$ cat src/serial_tx_pkg.sv
package serial_tx_pkg;
  // register byte offsets on the apb bus
  localparam logic [7:0] status_off    = 8'h00;  // serial_status_reg
  localparam logic [7:0] ctrl_b_off    = 8'h04;  // serial_control_reg_b
  localparam logic [7:0] ctrl_c_off    = 8'h08;  // serial_control_reg_c
  localparam logic [7:0] data_off      = 8'h0c;  // serial_data_reg
  localparam logic [7:0] divisor_off   = 8'h10;  // baud_divisor
  // status register fields
  localparam int st_double_speed_pos   = 1;
  localparam int st_tx_complete_pos    = 6;
  localparam int st_buf_empty_pos      = 5;
  // control b fields
  localparam int cb_ninth_pos          = 0;
  localparam int cb_char_size_hi_pos   = 2;
  localparam int cb_tx_enable_pos      = 3;
  localparam int cb_empty_ie_pos       = 5;
  localparam int cb_complete_ie_pos    = 6;
  // control c fields
  localparam int cc_polarity_pos       = 0;
  localparam int cc_char_size_lo_pos   = 1;
  localparam int cc_stop_bits_pos      = 3;
  localparam int cc_parity_odd_pos     = 4;
  localparam int cc_parity_upper_pos   = 5;
  localparam int cc_sync_mode_pos      = 6;
  localparam int cc_sync_master_pos    = 7;
  // reset values
  localparam logic [7:0] ctrl_b_rst    = 8'h00;
  localparam logic [7:0] ctrl_c_rst    = 8'h06;  // 8 data bits, no parity, 1 stop
  localparam logic [11:0] divisor_rst  = 12'h000;
  // bit-time divide ratios in baud ticks
  localparam logic [4:0] div_normal    = 5'h10;
  localparam logic [4:0] div_double    = 5'h08;
  localparam logic [4:0] div_sync      = 5'h02;
  // character size code for nine bits
  localparam logic [2:0] char_size_nine = 3'h7;
  // transmitter states
  typedef enum logic [4:0] {
    st_idle   = 5'b00001,
    st_start  = 5'b00010,
    st_data   = 5'b00100,
    st_parity = 5'b01000,
    st_stop   = 5'b10000
  } tx_state_t;
endpackage

$ cat src/serial_tx.sv
// The placing of the registers and the APB slave port are this design's own decisions.
`timescale 1ns/1ps
// Overview of operation
// (RQ1) parity is xor of data, inverted if odd
// (RQ2) parity bit sits between data and stop
// (RQ3) enable hands output pin to transmitter
// (RQ4) sync mode takes over the clock pin
// (RQ5) software configures format before first send
// (RQ6) data register write loads buffer, starts send
// (RQ7) buffer moves to shifter when idle or after stop
// (RQ8) frame sent at divisor, double speed, or xck rate
// (RQ9) upper data bits ignored below eight bits
// (RQ10) nine-bit mode sends ninth control bit
// (RQ11) ninth bit usable as address marker
// (RQ12) empty flag high while buffer empty
// (RQ13) software writes empty flag bit as zero
// (RQ14) empty interrupt is a level while flag high
// (RQ15) data write clears empty flag
// (RQ16) complete flag set when frame done, buffer empty
// (RQ17) complete flag cleared on ack or write one
// (RQ18) software idles transmitter before format changes
// (RQ19) low start, lsb first, high stop, idle high
// (RQ20) tick divided by 16, 8 or 2
// (RQ21) sync data changes on edge chosen by polarity
// (RQ22) parity active when upper mode bit set
// (RQ23) one or two stop bits, idle high
// (RQ24) complete irq while flag and enable; ack clears
module serial_tx
  import serial_tx_pkg::*;
(
  input  wire logic        sys_clk,
  input  wire logic        rst_b,
  input  wire logic        psel,
  input  wire logic        penable,
  input  wire logic        pwrite,
  input  wire logic [7:0]  paddr,
  input  wire logic [31:0] pwdata,
  output logic      [31:0] prdata,
  output logic             pready,
  output logic             pslverr,
  input  wire logic        port_out,            // general port value for the pin
  output logic             serial_out_pin,
  input  wire logic        serial_clock_pin_in,
  output logic             serial_clock_pin_out,
  output logic             serial_clock_pin_oe,
  output logic             empty_irq,
  output logic             complete_irq,
  input  wire logic        complete_irq_ack
);
  import serial_tx_pkg::*;

  // reset release through two flops
  // only rst_sync_b reaches the rest of the block, so every flop leaves reset together
  logic rst_meta;
  logic rst_sync_b;
  always_ff @(posedge sys_clk or negedge rst_b) begin
    if (!rst_b) begin
      rst_meta   <= 1'b0;
      rst_sync_b <= 1'b0;
    end else begin
      rst_meta   <= 1'b1;
      rst_sync_b <= rst_meta;
    end
  end

  // software visible state
  logic [7:0]  ctrl_b;              // serial_control_reg_b
  logic [7:0]  ctrl_c;              // serial_control_reg_c
  logic [11:0] baud_divisor;        // baud generator reload
  logic        double_speed_bit;    // halves the bit time in asynchronous mode
  logic        tx_complete_flag;    // frame gone, nothing pending
  logic [8:0]  tx_buffer;           // one-deep holding buffer
  logic        buffer_full;         // buffer holds unsent data

  // apb decode, single-cycle answer
  // no wait states: every register is a flop, so reads settle within the access cycle
  wire access   = psel && penable;
  wire wr       = access && pwrite;
  wire hit_st   = paddr == status_off;
  wire hit_b    = paddr == ctrl_b_off;
  wire hit_c    = paddr == ctrl_c_off;
  wire hit_data = paddr == data_off;
  wire hit_div  = paddr == divisor_off;
  wire mapped   = hit_st || hit_b || hit_c || hit_data || hit_div;
  wire data_wr  = wr && hit_data;
  assign pready  = 1'b1;
  assign pslverr = access && !mapped;   // unmapped offsets answer with an error

  // control fields
  wire       transmitter_enable_bit    = ctrl_b[cb_tx_enable_pos];
  wire       tx_ninth_bit              = ctrl_b[cb_ninth_pos];
  wire       tx_buffer_empty_irq_enable = ctrl_b[cb_empty_ie_pos];
  wire       complete_ie               = ctrl_b[cb_complete_ie_pos];
  wire [2:0] char_size_field = {ctrl_b[cb_char_size_hi_pos], ctrl_c[cc_char_size_lo_pos +: 2]};
  wire       stop_bits_select          = ctrl_c[cc_stop_bits_pos];
  wire       parity_mode_upper_bit     = ctrl_c[cc_parity_upper_pos];
  wire       parity_odd                = ctrl_c[cc_parity_odd_pos];
  wire       clock_polarity_bit        = ctrl_c[cc_polarity_pos];
  wire       sync_mode                 = ctrl_c[cc_sync_mode_pos];
  wire       sync_master               = ctrl_c[cc_sync_master_pos];
  wire       tx_buffer_empty_flag      = !buffer_full;             // RQ12

  // number of data bits for a size code; reserved codes fall back to eight
  function automatic logic [3:0] data_bits(input logic [2:0] code);
    case (code)
      3'h0: data_bits = 4'h5;
      3'h1: data_bits = 4'h6;
      3'h2: data_bits = 4'h7;
      3'h7: data_bits = 4'h9;
      default: data_bits = 4'h8;
    endcase
  endfunction

  // mask off data bits above the character width
  function automatic logic [8:0] mask_char(input logic [8:0] d, input logic [3:0] n);
    mask_char = d & ((9'h001 << n) - 9'h001);
  endfunction

  // transmitter datapath state
  // limitation: a format change in mid-frame corrupts that frame, so software idles first
  tx_state_t   state;
  tx_state_t   next_state;
  logic [8:0]  shifter;          // frame data, lsb out first
  logic [3:0]  bit_cnt;          // bits left in current phase
  logic        parity_acc;       // parity of loaded character
  logic [11:0] baud_cnt;         // baud generator down-counter
  logic [4:0]  tick_cnt;         // baud ticks within a bit
  logic        xck_q1;           // clock pin synchroniser stage one
  logic        xck_q2;           // clock pin synchroniser stage two
  logic        xck_q3;           // previous synchronised level
  logic        master_clk;       // driven clock in synchronous master mode
  logic        tx_line;          // registered line level

  wire [3:0] nbits    = data_bits(char_size_field);
  wire       busy     = state != st_idle;
  // sync slave with cleared enable must still let a frame finish
  // trade-off: the pin stays owned while anything is pending, so disabling never cuts a frame
  wire       drive_pin = transmitter_enable_bit || busy || buffer_full;   // RQ3

  // baud tick: sys_clk / (divisor + 1)
  // the counter runs in every mode; in slave mode only the pin edges pace the bits
  wire baud_tick = baud_cnt == 12'h000;
  wire [4:0] ratio = sync_mode ? div_sync : (double_speed_bit ? div_double : div_normal);  // RQ20
  wire int_bit = baud_tick && (tick_cnt == ratio - 5'h01);
  // data changes on the rising edge with polarity zero, falling edge otherwise
  wire xck_change_edge = clock_polarity_bit ? (xck_q3 && !xck_q2) : (!xck_q3 && xck_q2);  // RQ21
  wire master_edge = clock_polarity_bit ? (baud_tick && master_clk) :
                                          (baud_tick && !master_clk);
  wire bit_strobe = sync_mode ? (sync_master ? master_edge : xck_change_edge)
                              : int_bit;                                   // RQ8
  wire last_stop  = state == st_stop && bit_cnt == 4'h1;
  wire frame_end  = bit_strobe && last_stop;
  // buffer may move when idle or right as the last stop bit ends; either way only on a
  // strobe, since a load between strobes would leave a short start bit that the far
  // receiver's mid-bit sampling cannot follow
  wire load_shift = buffer_full && bit_strobe && (state == st_idle || last_stop);  // RQ7

  // baud generator and clock pin sampling
  always_ff @(posedge sys_clk or negedge rst_sync_b) begin
    if (!rst_sync_b) begin
      baud_cnt   <= 12'h000;
      tick_cnt   <= 5'h00;
      master_clk <= 1'b0;
      xck_q1     <= 1'b0;
      xck_q2     <= 1'b0;
      xck_q3     <= 1'b0;
    end else begin
      // a divisor write reloads the counter at once, with the value being written
      if (wr && hit_div) begin
        baud_cnt <= pwdata[11:0];
      end else begin
        baud_cnt <= baud_tick ? baud_divisor : baud_cnt - 12'h001;
      end
      // tick_cnt wraps at the ratio, so a mode change in mid-bit cannot overrun it
      tick_cnt   <= baud_tick ? ((tick_cnt >= ratio - 5'h01) ? 5'h00 : tick_cnt + 5'h01)
                              : tick_cnt;
      master_clk <= (sync_mode && sync_master && baud_tick) ? !master_clk : master_clk;
      // only xck_q2 reads the first stage; q2 and q3 form the edge detector
      xck_q1     <= serial_clock_pin_in;   // RQ4
      xck_q2     <= xck_q1;
      xck_q3     <= xck_q2;
    end
  end

  // frame sequencer next state
  // states only move on strobes, so a slow divisor just stretches each one
  always_comb begin
    next_state = state;
    case (state)
      st_idle:   next_state = load_shift ? st_start : st_idle;
      st_start:  next_state = bit_strobe ? st_data : st_start;
      st_data:   if (bit_strobe && bit_cnt == 4'h1) begin
                   next_state = parity_mode_upper_bit ? st_parity : st_stop;  // RQ2 RQ22
                 end
      st_parity: next_state = bit_strobe ? st_stop : st_parity;
      st_stop:   if (frame_end) begin
                   next_state = load_shift ? st_start : st_idle;               // RQ7
                 end
      default:   next_state = st_idle;
    endcase
  end

  // frame sequencer and shifter
  always_ff @(posedge sys_clk or negedge rst_sync_b) begin
    if (!rst_sync_b) begin
      state      <= st_idle;
      shifter    <= 9'h000;
      bit_cnt    <= 4'h0;
      parity_acc <= 1'b0;
      tx_line    <= 1'b1;
    end else begin
      state <= next_state;
      if (load_shift) begin
        shifter    <= tx_buffer;
        parity_acc <= ^tx_buffer ^ parity_odd;                                 // RQ1
        tx_line    <= 1'b0;                                                    // RQ19
      end else if (bit_strobe) begin
        case (state)
          st_start: begin
            tx_line <= shifter[0];                                             // RQ19
            shifter <= {1'b0, shifter[8:1]};
            bit_cnt <= nbits;
          end
          st_data: begin
            if (bit_cnt == 4'h1) begin
              tx_line <= parity_mode_upper_bit ? parity_acc : 1'b1;            // RQ2
              bit_cnt <= stop_bits_select ? 4'h2 : 4'h1;                       // RQ23
            end else begin
              tx_line <= shifter[0];
              shifter <= {1'b0, shifter[8:1]};
              bit_cnt <= bit_cnt - 4'h1;
            end
          end
          st_parity: tx_line <= 1'b1;
          st_stop: begin
            tx_line <= 1'b1;                                                   // RQ23
            bit_cnt <= bit_cnt - 4'h1;
          end
          default: tx_line <= 1'b1;
        endcase
      end
    end
  end

  // registers, buffer and flags
  always_ff @(posedge sys_clk or negedge rst_sync_b) begin
    if (!rst_sync_b) begin
      ctrl_b           <= ctrl_b_rst;
      ctrl_c           <= ctrl_c_rst;
      baud_divisor     <= divisor_rst;
      double_speed_bit <= 1'b0;
      tx_complete_flag <= 1'b0;
      tx_buffer        <= 9'h000;
      buffer_full      <= 1'b0;
    end else begin
      if (wr && hit_b) ctrl_b <= pwdata[7:0];
      if (wr && hit_c) ctrl_c <= pwdata[7:0];
      if (wr && hit_div) baud_divisor <= pwdata[11:0];
      // a status write sets double speed and a one at the complete bit clears that flag; the empty bit is read-only
      if (wr && hit_st) double_speed_bit <= pwdata[st_double_speed_pos];
      // a data write fills the buffer and clears the empty flag; a write while full
      // replaces the pending character, so software polls the flag first
      if (data_wr) begin
        tx_buffer   <= mask_char({(char_size_field == char_size_nine) && tx_ninth_bit,
                                  pwdata[7:0]}, nbits);                        // RQ6 RQ9 RQ10 RQ11
        buffer_full <= 1'b1;                                                   // RQ15
      end else if (load_shift) begin
        buffer_full <= 1'b0;                                                   // RQ12
      end
      // set wins over ack or write-one clear
      if (frame_end && !buffer_full) begin
        tx_complete_flag <= 1'b1;                                              // RQ16
      end else if (complete_irq_ack ||
                   (wr && hit_st && pwdata[st_tx_complete_pos])) begin
        tx_complete_flag <= 1'b0;                                              // RQ17 RQ24
      end
    end
  end

  // read mux
  // reads have no side effects, so a polling loop is harmless
  always_comb begin
    prdata = 32'h0000_0000;
    if (access && !pwrite) begin
      case (1'b1)
        hit_st:  prdata = {25'h0, tx_complete_flag, tx_buffer_empty_flag, 3'h0,
                           double_speed_bit, 1'b0};
        hit_b:   prdata = {24'h0, ctrl_b};
        hit_c:   prdata = {24'h0, ctrl_c};
        hit_div: prdata = {20'h0, baud_divisor};
        default: prdata = 32'h0000_0000;   // data register has no transmit read-back
      endcase
    end
  end

  // pins and interrupts
  // both interrupts are plain levels; the clock pin is driven only as sync master
  assign serial_out_pin       = drive_pin ? tx_line : port_out;               // RQ3
  assign serial_clock_pin_out = master_clk;
  assign serial_clock_pin_oe  = sync_mode && sync_master;                      // RQ4
  assign empty_irq            = tx_buffer_empty_irq_enable && tx_buffer_empty_flag;  // RQ14
  assign complete_irq         = complete_ie && tx_complete_flag;               // RQ24
endmodule

$ cat config.mk
export PLATFORM = sky130hd
export DESIGN_NAME = serial_tx
export DESIGN_NICKNAME = d
export VERILOG_FILES = /design/src/serial_tx_pkg.sv /design/src/serial_tx.sv
export SDC_FILE = /design/constraint.sdc
export NUM_CORES = 1
export LEC_CHECK = 0
export BUFFER_PORTS_ARGS = -buffer_cell sky130_fd_sc_hd__buf_2
export CORE_MARGIN = 5
export CORE_UTILIZATION = 55
export DETAILED_ROUTE_END_ITERATION = 10
export PLACE_DENSITY = 0.79
export SYNTH_ARGS = -nofsm -noshare
export SYNTH_HDL_FRONTEND = slang
export SYNTH_SLANG_ARGS = --single-unit
$ cat constraint.sdc
create_clock -name sys_clk -period 4.4 [get_ports sys_clk]
set_input_delay 0.88 -clock sys_clk [delete_from_list [all_inputs] [get_ports sys_clk]]
set_output_delay 0.88 -clock sys_clk [all_outputs]
set_load 0.05 [all_outputs]
==> results.ini <==
[layout]
fin_nets=599
drive_gt1_share_pct=18.1
diodes=0
syn_to_final_growth_pct=8.25
stdcell_count=651

[die]
chipHeight_um=103
core_um2=8300
rows=33
die_area_um2=10500
die_w_um=103
ioPinCount=87
start_util_pct=56.8

[placed_design]
numPortBuffers=45
routabilityCongestion=0.869
placed_cells=635
post-dp-hpwl_um=7760

[clocking]
clk_latency_ns=0.35
cts.clk_slew.worst_paths_ns=0.08
cts_sinks=83
root_buffer=clkbuf_8
cts_made_buffers=9
cts_tree=built
cts_hold_buf=0
cts_setup_buffers=0
clk_path_buf_depth=2
htreeDepth=3
cts_resized=0

[global_routing]
grt-ovfl-total=0
track_usage_pct=21.5
grt_pass1_vias=3602
grt_max_degree=82
antenna_found_initial=0
grt_pass1_wl_um=17800

[power]
leakage_nw=2.38
pwr_density_cell_nw_per_um2=322
max-vdd-ir-drop_uv=277

[setup_path]
path_class=in -> out
worstReg2RegStart=baud_cnt[6]
arrival_ns=2.74
startpoint_type=input port
reg2regPathDepth=6
crit_path_end_kind=output port
crit_path_start=paddr[1]
worstPathRequired_ns=3.52
crit_fanout=8

[logic_synthesis]
synthFlopType=dfrtp_1
yosysWarningCount=0
seq_area_frac_synth_pct=44.2
yosysTopAreaCellShare_pct=41.9
synth_largest_area_cell=dfrtp_1
ys_ff_latch=83
yosysMostFrequentCell=dfrtp_1
yosys-top-cells-count=dfrtp_1, nand2_1, o21ai_0
synth_edf_count=0
syn_area_um2=4710
syn-instance-count=509
syn_avg_cell_area_um2=9.26
synth_area_leaders=dfrtp_1, nand2_1, mux2_2
postSynth.asyncResetShare_pct=100
ys_types=53

[run_status]
status=finished, final reports clean

[timing]
clock_skew_ns=0.00662
fin_tns_setup_ns=0
drv_slew=0
hold_viol=0
min_period_ns=3.62
slew_headroom_pct=16.3
rsz0062_at_grt=false
worst_slew_pin_slew_ns=1.24
achievable-frequency_mhz=276
post-route-period-util_pct=82.4
setup_violations=0

[route]
viasPerCell=6.02
num_vias=3916
dr.pass1.iters=6
routed_wl_um=10900
drt-wirelength-per-cell_um=16.7
ant_nets=0
drtIter0Drc=300
post-route-drc-count=0

[worst_hold_path]
hold_path.class=in -> async

[run]
drv_cap=0

-- kinds of logic (layout without fill, tap and decap cells) --
group,count (synthesis),after routing,share of synthesized area [%]
AO/OA/AOI/OAI,131,131,18.3
buffers and inverters,59,73,6.69
XOR/XNOR,18,18,3.34
multiplexers,28,28,6.56
other,2,25,0.159
AND/OR/NAND/NOR,178,178,18.1
flip-flops,83,83,44.2
adder cells (fa/ha/maj),10,10,2.65
-- routing by layer --
layer | part of all wire (%) | wire length, um | global-route usage (%)
met1 | 46 | 5020 | 31.7
met2 | 45 | 4880 | 33.0
met3 | 8.0 | 873 | 3.86
met4 | 1.1 | 119 | 5.45
met5 | 0 | 0 | 0
-- critical path, cell delays in order --
cell	delay, ns
buf_2	0.10
nor3_1	0.27
and3_1	0.28
and2_1	0.39
a22oi_1	0.17
a2111oi_2	0.34
buf_2	0.32
-- stage by stage --
step                hold WS (ns)  setup slack, ns  cell area (um^2)  util, %  power (W)
floorplan                  0.331            0.599              4810        -    0.00105
global placement           0.333            0.866              4900     59.1    0.00108
detailed placement         0.343            0.799              4900     59.1    0.00109
CTS                        0.285            0.800              5100     61.5    0.00165
global route               0.282            0.689              5100     61.5    0.00172
finish                     0.297            0.776              5100     61.5    0.00164
-- final cells by class --
cell class / instances / area (um^2)
Clock inverter: 6 / 65.1
Clock buffer: 10 / 138
Inverter: 11 / 41.3
Fill cell: 694 / 3200
Timing Repair Buffer: 46 / 233
Tap cell: 105 / 131
Sequential cell: 83 / 2090
Multi-Input combinational cell: 390 / 2410
-- cell usage in the layout, fill, tap and decap left out, drive strengths merged, types with 3 or more instances in the layout --
master,netlist,final
o2bb2ai,3,3
nor3,7,7
mux2,23,23
or2,4,4
nand2b,3,3
o31ai,6,6
conb,2,25
a31oi,3,3
nor3b,3,3
dfstp,4,4
and3,7,7
o21ai,43,43
o41ai,3,3
o22ai,8,8
xnor2,12,12
dfrtp,79,79
and2,9,9
inv,11,11
o22a,10,10
clkinv,0,4
nand3,15,15
a22oi,12,12
ha,10,10
mux2i,5,5
a211oi,5,5
a22o,6,6
a21o,3,3
buf,23,46
a21oi,17,17
nor2,32,32
clkbuf,25,10
nor2b,11,11
xor2,6,6
nand2,73,73
nor4,4,4
-- final timing paths --
kind                            slack (ns)            to
worst min register to register        0.36        xck_q2
min in group sys_clk                  0.36        xck_q2
worst min-delay path                  0.30      rst_meta
worst max register to register        1.35    parity_acc
max in group asynchronous             3.23  baud_cnt[10]
worst max-delay path                  0.78     prdata[5]
-- report_power, final --
part / total [W] / internal, W / switching, W
clock network: 0.000564 / 0.000278 / 0.000286
registers: 0.000863 / 0.000804 / 0.0000586
logic: 0.000218 / 0.0000833 / 0.000134
total: 0.00164 / 0.00117 / 0.000479
-- state kept, by name (all words and copies together) (netlist names) --
name and flops:
parity_acc 1, baud_cnt 12, baud_divisor 12, tick_cnt 5, rst_meta 1, serial_clock_pin_out 1, ctrl_b 8, shifter 9
double_speed_bit 1, ctrl_c 8, xck_q2 1, buffer_full 1, tx_buffer 9, xck_q3 1, xck_q1 1, tx_complete_flag 1
state 5, rst_sync_b 1, tx_line 1, bit_cnt 4
(Power assumes the default switching activity.)
